$ cat src/pkg/dmahf_map.svh
// Register map, field positions, reset values and sizes of the
// mid-point flag block.
// Assumes inclusion by bare name from package and design files.
`ifndef DMAHF_MAP_SVH
`define DMAHF_MAP_SVH

// ==========================================================
// Sizes
`define DMAHF_NUM_CHAN 7
`define DMAHF_XFER_W 16
`define DMAHF_ADR_W 8
`define DMAHF_DAT_W 32

// ==========================================================
// Special-function page and byte offsets
`define DMAHF_FLAG_PAGE 4'hf
`define DMAHF_OFF_PAGE 8'h84
`define DMAHF_OFF_FLAGS 8'h88
`define DMAHF_OFF_CONFIG 8'h8c
`define DMAHF_OFF_BITOP 8'h90

// ==========================================================
// Field positions
`define DMAHF_FLAG_RSVD_BIT 7
`define DMAHF_CFG_SEL_LSB 0
`define DMAHF_CFG_SEL_MSB 2
`define DMAHF_CFG_EN_BIT 3
`define DMAHF_CFG_ENALL_LSB 8
`define DMAHF_BITOP_IDX_LSB 0
`define DMAHF_BITOP_IDX_MSB 2
`define DMAHF_BITOP_VAL_BIT 3
`define DMAHF_PAGE_LSB 0
`define DMAHF_PAGE_MSB 3

// ==========================================================
// Reset values
`define DMAHF_RST_FLAGS 7'h00
`define DMAHF_RST_ENABLE 7'h00
`define DMAHF_RST_SELECT 3'h0
`define DMAHF_RST_PAGE 4'h0

`endif

$ cat src/pkg/dmahf_pkg.sv
// Types shared by the mid-point flag block.
// Assumes dmahf_map.svh on the include path.
`include "dmahf_map.svh"
`default_nettype none

package dmahf_pkg;

  // ==========================================================
  // Bus request as seen by the register slave
  typedef struct packed {
    logic cyc;
    logic stb;
    logic we;
    logic [3:0] sel;
    logic [`DMAHF_ADR_W-1:0] adr;
    logic [`DMAHF_DAT_W-1:0] dat;
  } dmahf_wb_req_t;

  // ==========================================================
  // Decoded access strobes, one cycle wide
  typedef struct packed {
    logic wr_page;
    logic wr_flags;
    logic wr_config;
    logic wr_bitop;
    logic [`DMAHF_DAT_W-1:0] wdat;
  } dmahf_wr_t;

  typedef logic [`DMAHF_NUM_CHAN-1:0] dmahf_chan_vec_t;

endpackage : dmahf_pkg

`default_nettype wire

$ cat src/rtl/dmahf_half_detect.sv
// One channel's mid-point detector.
// Assumes offset and size come synchronous to mclk_in from the DMA engine.
`include "dmahf_map.svh"
`default_nettype none

module dmahf_half_detect (
  // Clock and reset
  input wire logic mclk_in,
  input wire logic sys_rst_in,
  // Channel progress
  input wire logic [`DMAHF_XFER_W-1:0] chan_transfer_offset_in,
  input wire logic [`DMAHF_XFER_W-1:0] chan_transfer_size_in,
  // One-cycle hit
  output logic hit_out
);

  logic [`DMAHF_XFER_W-1:0] target;
  logic match;
  logic match_ff;

  // Half, rounded up for odd sizes
  assign target = {1'b0, chan_transfer_size_in[`DMAHF_XFER_W-1:1]}
                  + {{(`DMAHF_XFER_W-1){1'b0}}, chan_transfer_size_in[0]}; // see [RL2] [RL3]
  // Zero size has no mid-point
  assign match = (chan_transfer_offset_in == target)
                 && (chan_transfer_size_in != '0);

  always_ff @(posedge mclk_in) begin
    if (sys_rst_in) begin
      match_ff <= 1'b0;
    end else begin
      match_ff <= match;
    end
  end

  // Only the moment of reaching the mid-point counts
  assign hit_out = match & ~match_ff; // see [RL2] [RL3]

endmodule : dmahf_half_detect

`default_nettype wire

$ cat src/rtl/dmahf_wb_slave.sv
// Classic Wishbone slave front end: decode, ack, write strobes.
// Assumes a single-cycle classic master holding its request until ack.
`include "dmahf_map.svh"
`default_nettype none

module dmahf_wb_slave (
  // Clock and reset
  input wire logic mclk_in,
  input wire logic sys_rst_in,
  // Bus request
  input wire dmahf_pkg::dmahf_wb_req_t req_in,
  input wire logic flag_page_ok_in,
  // Decoded strobes
  output dmahf_pkg::dmahf_wr_t wr_out,
  output logic take_out,
  output logic ack_out
);

  logic ack_ff;
  logic take;
  logic lane0;

  function automatic logic adr_is(input logic [`DMAHF_ADR_W-1:0] adr,
                                  input logic [`DMAHF_ADR_W-1:0] off);
    adr_is = (adr[`DMAHF_ADR_W-1:2] == off[`DMAHF_ADR_W-1:2]);
  endfunction : adr_is

  // Answer every access, mapped or not, one cycle after it starts
  assign take = req_in.cyc & req_in.stb & ~ack_ff;
  assign lane0 = req_in.sel[0];

  always_ff @(posedge mclk_in) begin
    if (sys_rst_in) begin
      ack_ff <= 1'b0;
    end else begin
      ack_ff <= take;
    end
  end

  // Writes land at the ack edge
  always_comb begin
    wr_out = '0;
    wr_out.wdat = req_in.dat;
    if (ack_ff && req_in.we && lane0) begin
      wr_out.wr_page = adr_is(req_in.adr, `DMAHF_OFF_PAGE);
      wr_out.wr_flags = adr_is(req_in.adr, `DMAHF_OFF_FLAGS) & flag_page_ok_in; // see [RL7]
      wr_out.wr_config = adr_is(req_in.adr, `DMAHF_OFF_CONFIG);
      wr_out.wr_bitop = adr_is(req_in.adr, `DMAHF_OFF_BITOP) & flag_page_ok_in; // see [RL7]
    end
  end

  assign take_out = take;
  assign ack_out = ack_ff;

endmodule : dmahf_wb_slave

`default_nettype wire

$ cat src/rtl/dmahf_midpoint_top.sv
// Mid-point flag register and interrupt of a seven-channel DMA engine.
// Assumes the DMA engine supplies per-channel offset and size on mclk_in.
//
// Notes on behaviour
// [RL1] One flag per channel 0..6 at bits 0..6; 1 means mid-point reached.
// [RL2] Even size: flag sets when offset becomes equal to half the size.
// [RL3] Odd size: flag sets when offset equals half the size plus one.
// [RL4] Software clears a flag itself; hardware never clears it.
// [RL5] Interrupt raised only while the channel's mid-point enable is set.
// [RL6] Bit 7 reserved, reads zero; software writes zero there.
// [RL7] Flags respond on page 0xF at 0x88, with single-bit access.
// [RL8] Reset clears flags; written zero clears; hardware set wins.
`include "dmahf_map.svh"
`default_nettype none

module dmahf_midpoint_top (
  // Clock and reset
  input wire logic mclk_in,
  input wire logic sys_rst_in,
  // Wishbone slave
  input wire logic wb_cyc_in,
  input wire logic wb_stb_in,
  input wire logic wb_we_in,
  input wire logic [3:0] wb_sel_in,
  input wire logic [`DMAHF_ADR_W-1:0] wb_adr_in,
  input wire logic [`DMAHF_DAT_W-1:0] wb_dat_in,
  output logic [`DMAHF_DAT_W-1:0] wb_dat_out,
  output logic wb_ack_out,
  // DMA engine progress
  input wire logic [`DMAHF_NUM_CHAN-1:0][`DMAHF_XFER_W-1:0] chan_transfer_offset_in,
  input wire logic [`DMAHF_NUM_CHAN-1:0][`DMAHF_XFER_W-1:0] chan_transfer_size_in,
  // Flags and interrupt
  output logic [`DMAHF_NUM_CHAN-1:0] dma_midpoint_flags_out,
  output logic half_irq_out
);

  // ==========================================================
  // Declarations
  dmahf_pkg::dmahf_wb_req_t req;
  dmahf_pkg::dmahf_wr_t wr;
  dmahf_pkg::dmahf_chan_vec_t hit;
  dmahf_pkg::dmahf_chan_vec_t flags_ff;
  dmahf_pkg::dmahf_chan_vec_t nxt_flags;
  dmahf_pkg::dmahf_chan_vec_t half_irq_enable_ff;
  dmahf_pkg::dmahf_chan_vec_t nxt_half_irq_enable;
  logic [2:0] chan_select_ff;
  logic [3:0] page_ff;
  logic flag_page_ok;
  logic take;
  logic irq_ff;
  logic [`DMAHF_DAT_W-1:0] rdat_ff;
  logic [`DMAHF_DAT_W-1:0] nxt_rdat;
  logic [2:0] bit_idx;
  logic bit_val;
  logic [2:0] cfg_sel;

  function automatic logic adr_is(input logic [`DMAHF_ADR_W-1:0] adr,
                                  input logic [`DMAHF_ADR_W-1:0] off);
    adr_is = (adr[`DMAHF_ADR_W-1:2] == off[`DMAHF_ADR_W-1:2]);
  endfunction : adr_is

  function automatic logic chan_ok(input logic [2:0] idx);
    chan_ok = (idx < 3'(`DMAHF_NUM_CHAN));
  endfunction : chan_ok

  // ==========================================================
  // Bus front end
  assign req.cyc = wb_cyc_in;
  assign req.stb = wb_stb_in;
  assign req.we = wb_we_in;
  assign req.sel = wb_sel_in;
  assign req.adr = wb_adr_in;
  assign req.dat = wb_dat_in;

  assign flag_page_ok = (page_ff == `DMAHF_FLAG_PAGE); // see [RL7]

  dmahf_wb_slave u_slave (
    .mclk_in(mclk_in),
    .sys_rst_in(sys_rst_in),
    .req_in(req),
    .flag_page_ok_in(flag_page_ok),
    .wr_out(wr),
    .take_out(take),
    .ack_out(wb_ack_out)
  );

  // ==========================================================
  // Per-channel detectors
  genvar gi;
  generate
    for (gi = 0; gi < `DMAHF_NUM_CHAN; gi++) begin : g_chan
      dmahf_half_detect u_det (
        .mclk_in(mclk_in),
        .sys_rst_in(sys_rst_in),
        .chan_transfer_offset_in(chan_transfer_offset_in[gi]),
        .chan_transfer_size_in(chan_transfer_size_in[gi]),
        .hit_out(hit[gi])
      );
    end
  endgenerate

  // ==========================================================
  // Page select
  always_ff @(posedge mclk_in) begin
    if (sys_rst_in) begin
      page_ff <= `DMAHF_RST_PAGE;
    end else if (wr.wr_page) begin
      page_ff <= wr.wdat[`DMAHF_PAGE_MSB:`DMAHF_PAGE_LSB];
    end
  end

  // ==========================================================
  // Flag register
  assign bit_idx = wr.wdat[`DMAHF_BITOP_IDX_MSB:`DMAHF_BITOP_IDX_LSB];
  assign bit_val = wr.wdat[`DMAHF_BITOP_VAL_BIT];

  always_comb begin
    nxt_flags = flags_ff;
    if (wr.wr_flags) begin
      // Bit 7 has no storage, whatever is written there
      nxt_flags = wr.wdat[`DMAHF_NUM_CHAN-1:0]; // see [RL6] [RL8]
    end else if (wr.wr_bitop && chan_ok(bit_idx)) begin
      // Single-bit access avoids read-modify-write races with hardware
      nxt_flags[bit_idx] = bit_val; // see [RL7]
    end
    // A mid-point arriving with a clear is kept
    nxt_flags = nxt_flags | hit; // see [RL1] [RL8]
  end

  // Cleared only by software or reset, never by hardware
  always_ff @(posedge mclk_in) begin
    if (sys_rst_in) begin
      flags_ff <= `DMAHF_RST_FLAGS; // see [RL8]
    end else begin
      flags_ff <= nxt_flags; // see [RL4]
    end
  end

  // ==========================================================
  // Channel configuration: select and mid-point enables
  assign cfg_sel = wr.wdat[`DMAHF_CFG_SEL_MSB:`DMAHF_CFG_SEL_LSB];

  always_comb begin
    nxt_half_irq_enable = half_irq_enable_ff;
    if (wr.wr_config && chan_ok(cfg_sel)) begin
      nxt_half_irq_enable[cfg_sel] = wr.wdat[`DMAHF_CFG_EN_BIT]; // see [RL5]
    end
  end

  always_ff @(posedge mclk_in) begin
    if (sys_rst_in) begin
      half_irq_enable_ff <= `DMAHF_RST_ENABLE;
      chan_select_ff <= `DMAHF_RST_SELECT;
    end else begin
      half_irq_enable_ff <= nxt_half_irq_enable;
      if (wr.wr_config) begin
        chan_select_ff <= cfg_sel;
      end
    end
  end

  // ==========================================================
  // Interrupt
  always_ff @(posedge mclk_in) begin
    if (sys_rst_in) begin
      irq_ff <= 1'b0;
    end else begin
      irq_ff <= |(flags_ff & half_irq_enable_ff); // see [RL5]
    end
  end

  assign half_irq_out = irq_ff;
  assign dma_midpoint_flags_out = flags_ff;

  // ==========================================================
  // Read data, captured when the access is taken
  always_comb begin
    nxt_rdat = '0;
    if (adr_is(wb_adr_in, `DMAHF_OFF_PAGE)) begin
      nxt_rdat[`DMAHF_PAGE_MSB:`DMAHF_PAGE_LSB] = page_ff;
    end else if (adr_is(wb_adr_in, `DMAHF_OFF_FLAGS) && flag_page_ok) begin
      // Reserved bit 7 and above read zero
      nxt_rdat[`DMAHF_NUM_CHAN-1:0] = flags_ff; // see [RL1] [RL6] [RL7]
    end else if (adr_is(wb_adr_in, `DMAHF_OFF_CONFIG)) begin
      nxt_rdat[`DMAHF_CFG_SEL_MSB:`DMAHF_CFG_SEL_LSB] = chan_select_ff;
      nxt_rdat[`DMAHF_CFG_EN_BIT] = chan_ok(chan_select_ff)
                                    & half_irq_enable_ff[chan_select_ff];
      nxt_rdat[`DMAHF_CFG_ENALL_LSB +: `DMAHF_NUM_CHAN] = half_irq_enable_ff;
    end
  end

  always_ff @(posedge mclk_in) begin
    if (sys_rst_in) begin
      rdat_ff <= '0;
    end else if (take) begin
      rdat_ff <= nxt_rdat;
    end
  end

  assign wb_dat_out = rdat_ff;

endmodule : dmahf_midpoint_top

`default_nettype wire

$ cat config.mk
export PLATFORM = sky130hd
export DESIGN_NAME = dmahf_midpoint_top
export DESIGN_NICKNAME = d
export VERILOG_FILES = /design/src/pkg/dmahf_pkg.sv /design/src/rtl/dmahf_half_detect.sv /design/src/rtl/dmahf_wb_slave.sv /design/src/rtl/dmahf_midpoint_top.sv
export VERILOG_INCLUDE_DIRS = /design/src /design/src/pkg
export SDC_FILE = /design/constraint.sdc
export NUM_CORES = 1
export LEC_CHECK = 0
export ABC_AREA = 1
export BUFFER_PORTS_ARGS = -buffer_cell sky130_fd_sc_hd__buf_2
export CORE_AREA = 2 2 121 123
export CTS_BUF_LIST = sky130_fd_sc_hd__clkbuf_4
export CTS_CLUSTER_DIAMETER = 150
export DETAILED_ROUTE_END_ITERATION = 12
export DIE_AREA = 0 0 123 125
export GPL_ROUTABILITY_DRIVEN = 0
export GPL_TIMING_DRIVEN = 0
export PLACE_DENSITY = 0.89
export SLEW_MARGIN = 20
export SYNTH_ARGS = -nofsm -noshare
export SYNTH_HDL_FRONTEND = slang
export SYNTH_HIERARCHICAL = 1
export SYNTH_SLANG_ARGS = --single-unit
$ cat constraint.sdc
create_clock -name mclk_in -period 4.2 [get_ports mclk_in]
set_input_delay 0.21 -clock mclk_in [delete_from_list [all_inputs] [get_ports mclk_in]]
set_output_delay 0.21 -clock mclk_in [all_outputs]
set_load 0.01 [all_outputs]
# == After elaboration in Yosys (flattened, before gate mapping) ==
# Cells that the tools add are included.
# op_classes
n_addsub,7
order_cmp,5
n_eq_ne,12
n_mux,17
n_bitwise,22
n_reduce_logical,21
# ops
operator,count
$add 15x1->16,7
$eq 16x16->1,7
$reduce_bool 16->1,7
$mux 7,5
$eq 6x6->1 const B,4
$mux 4,4
$bwmux 7,2
$logic_and 1x1->1,13
$and 1x1->1,12
$lt 3x4->1 const B,2
$not 1->1,8
$and 7x7->7,1
$or 7x7->7,1
$reduce_or 7->1,1
$lt 3x3->1 const B,2
$mux 3,2
$eq 4x4->1 const B,1
$bmux 1 s3,1
$demux 1 s3,1
$ge 3x1->1 const B,1
$mux 1,2
# word_totals
ff_bits,44
input_bits,273
output_inout_bits,41
word_cells,98

# == Logic depth before layout (Yosys ltp) ==
# Gate-level depths: netlist of run 1.
# logic_depth
word_depth,8
ltp_mapped,16
depth_no_buf,16

# == Modules after synthesis ==
# The synthesis of run 1 kept the hierarchy.
# modules_own_cells
module,instances,cells_each,area_each_um2,seq_area_each_um2
dmahf_half_detect at g_chan[0].u_det ...,6,163,769.5,20.0
dmahf_midpoint_top,1,263,1831.8,720.7
dmahf_half_detect at g_chan[3].u_det,1,175,837.1,20.0
dmahf_wb_slave,1,57,371.6,20.0

# == Least setup slack after synthesis of run 1 ==
# OpenSTA, ideal clock, no wires.
# synth_timing
path_kind,register to register
startpoint,register page_ff[0]
endpoint,register flags_ff[2] (netlist: dma_midpoint_flags_out[2])
setup_ps,132
arrival_ps,1595
required_time_ps,4068
setup_slack_ps,2472
stages_incl_launch_ff,10
n_path_buf,0
synth_period_minus_slack_ps,1728
cell_sequence,dfxtp_1 -> nand2_1 -> nor2_1 -> nand3_1 -> nor3_1 -> inv_1 -> nor2_1 -> nand2_1 -> o211ai_1 -> a21oi_1
# synth_lines
element,line,text
start: declaration,dmahf_midpoint_top.sv:47,logic [3:0] page_ff;
start signal: assignment,dmahf_midpoint_top.sv:106,page_ff <= `DMAHF_RST_PAGE;
start signal: assignment,dmahf_midpoint_top.sv:108,page_ff <= wr.wdat[`DMAHF_PAGE_MSB:`DMAHF_PAGE_LSB];
end signal: assignment,dmahf_midpoint_top.sv:133,flags_ff <= `DMAHF_RST_FLAGS;
end signal: assignment,dmahf_midpoint_top.sv:135,flags_ff <= nxt_flags;
end: declaration,dmahf_midpoint_top.sv:42,dmahf_pkg::dmahf_chan_vec_t flags_ff;

==> flow_summary_export.csv, run 1 <==
group,metric,value,unit
critical_path,crit_type,"reg2reg",
critical_path,critPathArrivalTime,2.56,ns
floorplanning,initial_utilization,0.526,
critical_path,required,4.44,ns
power,powerDensity,148,mW/mm²
cts,postCtsSetupBuffers,0,
route,wl_per_cell,11.3,µm
placed_design,hpwl,18600,µm
final_layout,nNetsFinal,2018,
sta,finClkSkew,0.00553,ns
global_routing,overflow,0,
cts,postCtsHoldBufs,0,
global_routing,grt_max_degree,14,
cts,htreeDepth,2,
power,leakage,5.25,nW
cts,post_cts_resized,0,
route,via_per_inst,5.06,
outcome,outcome,"complete, no violations",
cts,cts_tree,"done",
critical_path,r2r_cells,9,
synthesis,syn_avg_cell_area,5.16,µm²
global_routing,grt_pass1_vias,8721,
sta,fin_tns_setup,0,ns
synthesis,ys.warnings.count,6,
route,antenna_left,0,
sta,rsz0062_at_grt,"false",
critical_path,crit_buf_inv,1,
sta,tightest_slew,0.842,ns
final_layout,num_antenna_cells,0,
route,route.detailed.drc,0,
sta,fin_crit,2.33,ns
global_routing,track_usage,0.271,
cts,clock_latency,0.36,ns
final_layout,layout-drive-gt1-share,0.190,
route,postRouteWirelength,21600,µm
sta,timing.final.crit_share,0.554,
critical_path,crit_family,"simple AND/OR/NAND/NOR gates",
floorplanning,rows,44,
floorplanning,core_area,0.0142,mm²
sta,clock.fmax,430,MHz
critical_path,slowest_stage,"nor3_1",
final_layout,fin_util,0.642,
floorplanning,die_h,125,µm
floorplanning,dieArea,0.0154,mm²
sta,final_hold_viol_count,0,
min_path,holdPathStages,3,
route,vias,9651,
placed_design,numPortBuffers,252,
global_routing,antenna_found_initial,0,
synthesis,syn_area,0.00747,mm²
job,drv_cap,0,
critical_path,max_stage_delay,0.70,ns
cts,clkSinkCount,44,
cts,path_clk_slew,0.12,ns
floorplanning,io_pins,314,
cts,cts_buffers,5,
critical_path,crit_path_end_kind,"register",
critical_path,worstSetupStartpointType,"register",
critical_path,crit_chain,"nand2_1, nor2_1, nand3_1, nor3_1, inv_1, nor2_1, nand2_1, o211ai_1, a21oi_1",
route,dr.pass1.iters,7,
final_layout,area_growth,22.1,%
power,irDropWorstVdd,137,µV
sta,slew_viol_final,0,
min_path,worstHoldPathType,"in2reg",
floorplanning,die_w,123,µm
final_layout,fill_cells,1371,
route,drtIter0Drc,506,
cts,cts_root_buf,"clkbuf_4",
sta,setup_viol,0,
critical_path,cp.depth,9,
critical_path,cp_max_fo,7,
global_routing,grt_pass1_wl,35700,µm
synthesis,synth_cells,1448,
sta,slew_headroom,0.434,
cts,clk_path_buf_depth,2,
==> path summary, 6_finish.rpt <==
| check | start | endpoint | slack (ns) |
|---|---|---|---|
| setup / recovery | page_ff[0] | dma_midpoint_flags_out[4] | 1.87 |
| setup reg to reg | page_ff[0] | dma_midpoint_flags_out[4] | 1.87 |
| hold reg to reg | wb_dat_out[5] | wb_dat_out[5] | 0.47 |
| hold / removal | wb_stb_in | u_slave/ack_out | 0.10 |
==> layout by cell type, fill, tap and decap left out, types with 6 or more instances in the layout <==
| cell type | count |
|---|---|
| nand3_1 | 124 |
| inv_2 | 6 |
| buf_2 | 255 |
| nand4_1 | 25 |
| xor2_1 | 26 |
| nor3_1 | 7 |
| conb_1 | 18 |
| a21oi_1 | 47 |
| clkbuf_2 | 6 |
| xor3_1 | 7 |
| nor2_1 | 256 |
| dfxtp_1 | 44 |
| ha_1 | 21 |
| nand2_1 | 517 |
| a211oi_1 | 8 |
| nor2_4 | 18 |
| a311oi_1 | 6 |
| nand3b_1 | 15 |
| buf_4 | 25 |
| xnor2_1 | 25 |
| clkbuf_1 | 7 |
| o21ai_0 | 14 |
| inv_1 | 216 |
==> per-layer routing <==
| layer | global-route usage | up-vias | part of all wire | routed length [µm] |
|---|---|---|---|---|
| met5 | 0 | - | 0 | 0 |
| met4 | 0.115 | 0 | 0.036 | 786 |
| met3 | 0.0470 | 75 | 0.089 | 1930 |
| met2 | 0.503 | 436 | 0.49 | 10600 |
| met1 | 0.298 | 4143 | 0.38 | 8310 |
| li1 | - | 4997 | - | - |
==> where the power goes <==
part	leakage, nW	internal (mW)	switching (mW)
clock	0.0513	0.182	0.135
combinational	4.84	0.257	0.353
sequential	0.355	0.419	0.00149
==> flip-flops by register name, summed over array words and instances (netlist names) <==
| register | count |
|---|---|
| half_irq_enable_ff | 7 |
| dma_midpoint_flags_out | 7 |
| wb_dat_out | 14 |
| page_ff | 4 |
| g_chan.u_det/match_ff | 7 |
| chan_select_ff | 3 |
| half_irq_out | 1 |
| u_slave/ack_out | 1 |
==> through the flow <==
stage / std cells / area, µm² / worst slack [ns] / hold slack [ns] / power [mW]
global placement: 1901 / 9020 / 1.99 / 0.450 / 1.02
floorplan: 1465 / 7530 / 2.47 / 0.282 / 0.799
detailed placement: 1901 / 9020 / 1.96 / 0.452 / 1.03
CTS: 1908 / 9120 / 1.94 / 0.0961 / 1.35
global route: 1908 / 9120 / 1.65 / 0.114 / 1.45
finish: 1908 / 9120 / 1.87 / 0.100 / 1.35
==> tightest hold or removal path, delay by kind of cell <==
kind,cells,cell delay [ns]
buf+inv,1,0.10
simple gates,2,0.13
==> area by class of cell <==
class                   count  area, µm²  area share
repair buffers            252       1260       0.138
well taps                 184        230      0.0252
plain buffers              42        263      0.0288
flip-flops and latches     44        881      0.0966
multi-input cells        1157       5560       0.609
inverters                 222        833      0.0913
clock buffers               5       37.5     0.00411
clock inverters             2       60.1     0.00658
Note: power is estimated with default switching activity, not from simulation.
==> inputs of run 2 (changes only) <==
--- a/config.mk
+++ b/config.mk
@@ -8,14 +8,13 @@
 export LEC_CHECK = 0
 export ABC_AREA = 1
 export BUFFER_PORTS_ARGS = -buffer_cell sky130_fd_sc_hd__buf_2
-export CORE_AREA = 2 2 121 123
+export CORE_UTILIZATION = 51
 export CTS_BUF_LIST = sky130_fd_sc_hd__clkbuf_4
 export CTS_CLUSTER_DIAMETER = 150
 export DETAILED_ROUTE_END_ITERATION = 12
-export DIE_AREA = 0 0 123 125
 export GPL_ROUTABILITY_DRIVEN = 0
 export GPL_TIMING_DRIVEN = 0
-export PLACE_DENSITY = 0.89
+export PLACE_DENSITY = 0.84
 export SLEW_MARGIN = 20
 export SYNTH_ARGS = -nofsm -noshare
 export SYNTH_HDL_FRONTEND = slang
==> constraint.sdc (replaced) <==
create_clock -name mclk_in -period 2.21 [get_ports mclk_in]
set_input_delay 0.1105 -clock mclk_in [delete_from_list [all_inputs] [get_ports mclk_in]]
set_output_delay 0.1105 -clock mclk_in [all_outputs]
set_load 0.01 [all_outputs]
==> run 2 against run 1 <==
- first-iteration DRC count fell by 14%
- cell area fell by 0.43%
- count of clock-buffer cells in the layout is the same
- power rose by 73%
- hold slack lost 0.076 ns
- critical path type unchanged
- largest cell class unchanged
==> flow_summary_export.csv, run 2 (same netlist as run 1, synthesis figures left out) <==
group,metric,value,unit
floorplanning,core_area,0.0141,mm²
global_routing,grt_max_degree,14,
power,irDropWorstVdd,176,µV
min_path,min_from,"wb_stb_in",
critical_path,crit_type,"reg2reg",
sta,fin_crit,1.93,ns
final_layout,final_cell_mix,"517 x nand2_1, 256 x nor2_1, 255 x buf_2",
cts,cts_root_buf,"clkbuf_4",
cts,clkSinkCount,44,
final_layout,fill_cells,1422,
global_routing,antenna_found_initial,2,
route,antenna_left,0,
final_layout,fin_cells,1905,
final_layout,largest_register_ffs,14,
power,powerDensity,256,mW/mm²
placed_design,numPortBuffers,252,
cts,postCtsSetupBuffers,0,
sta,setup_viol,0,
outcome,outcome,"complete, no violations",
sta,hold-worst-slack,0.0247,ns
floorplanning,io_pins,314,
power,p_total,2.33,mW
global_routing,grt_pass1_wl,34900,µm
floorplanning,initial_utilization,0.530,
min_path,worstHoldPathType,"in2reg",
sta,rsz0062_at_grt,"false",
critical_path,critPathArrivalTime,2.16,ns
sta,tightest_slew,0.519,ns
final_layout,nNetsFinal,2018,
floorplanning,dieArea,0.0151,mm²
floorplanning,die_h,123,µm
critical_path,crit_path_start,"page_ff[0]",
route,wl_per_cell,11.3,µm
sta,finClkSkew,0.0129,ns
route,postRouteWirelength,21500,µm
final_layout,layout-drive-gt1-share,0.191,
sta,final_hold_viol_count,0,
final_layout,fin_util,0.644,
sta,timing.final.crit_share,0.875,
sta,slew_headroom,0.654,
critical_path,cp_max_fo,7,
cts,cts_buffers,5,
route,drtIter0Drc,435,
sta,clock.fmax,517,MHz
cts,clk_path_buf_depth,2,
critical_path,rr_startpoint,"page_ff[0]",
global_routing,grt_pass1_vias,8369,
final_layout,area_growth,21.6,%
placed_design,hpwl,18500,µm
route,dr.pass1.iters,5,
route,vias,9537,
critical_path,required,2.44,ns
global_routing,overflow,0,
route,via_per_inst,5.01,
critical_path,crit_path_end_kind,"register",
power,leakage,5.24,nW
floorplanning,die_w,123,µm
placed_design,place_inst,1897,
sta,slew_viol_final,0,
cts,htreeDepth,2,
floorplanning,rows,43,
job,drv_cap,0,
final_layout,final_common_cell,"nand2_1",
cts,path_clk_slew,0.13,ns
cts,clock_latency,0.36,ns
global_routing,track_usage,0.278,
critical_path,worstSetupStartpointType,"register",
route,route.detailed.drc,0,
cts,cts_tree,"done",
run 2: cell types whose count changed in the layout (fill, tap and decap cells not counted), sizes merged:
cell / delta
bufinv: -2
clkinv: +1
clkinvlp: +1
diode: +1
run 2: critical path, stage by stage (launching register included):
cell and delay, ns:
dfxtp_1 0.41, nand2_1 0.07, nor2_1 0.22, nand3_1 0.17, nor3_4 0.37, inv_1 0.15
nor2_1 0.15, nand2_1 0.07, o211ai_1 0.11, a21oi_1 0.09
run 2: per-stage QoR:
stage	instance area (µm²)	TNS, ns	setup WS, ns
floorplan	7530	0	0.482
global placement	9020	0	0.0112
detailed placement	9020	-0.104	-0.0508
CTS	9070	0	0.204
global route	9080	0	0.0930
finish	9080	0	0.276
run 2: report_power, final:
part	internal (mW)	total (mW)	switching, mW
combinational	0.489	1.16	0.667
clock	0.116	0.373	0.257
sequential	0.797	0.800	0.00296
run 2: worst paths after layout:
kind,end,slack (ns),depth (start not counted)
setup reg to reg,dma_midpoint_flags_out[4],0.28,9
hold / removal,u_slave/ack_out,0.02,3
hold reg to reg,wb_dat_out[5],0.47,2
setup / recovery,dma_midpoint_flags_out[4],0.28,9
run 2: routing by layer:
layer | up-vias | part of all wire | GRT usage
met2 | 387 | 0.50 | 0.537
met4 | 2 | 0.026 | 0.0806
met1 | 4111 | 0.39 | 0.314
met3 | 46 | 0.084 | 0.0364
li1 | 4991 | - | -
met5 | - | 0.00061 | 0
run 2: final cells by class:
cell class | instances | area (µm²) | area share
tap | 180 | 225 | 0.0248
multi-input combinational | 1157 | 5570 | 0.613
antenna | 1 | 2.50 | 0.000275
clock inverter | 2 | 12.5 | 0.00138
buffer | 42 | 263 | 0.0289
timing repair buffer | 252 | 1260 | 0.139
inverter | 222 | 833 | 0.0917
clock buffer | 5 | 37.5 | 0.00413
sequential | 44 | 881 | 0.0970
run 2: what timing repair did:
item	CTS	global route
setup endpoints to repair	4	2
resized for setup	1	1
hold buffers	0	0
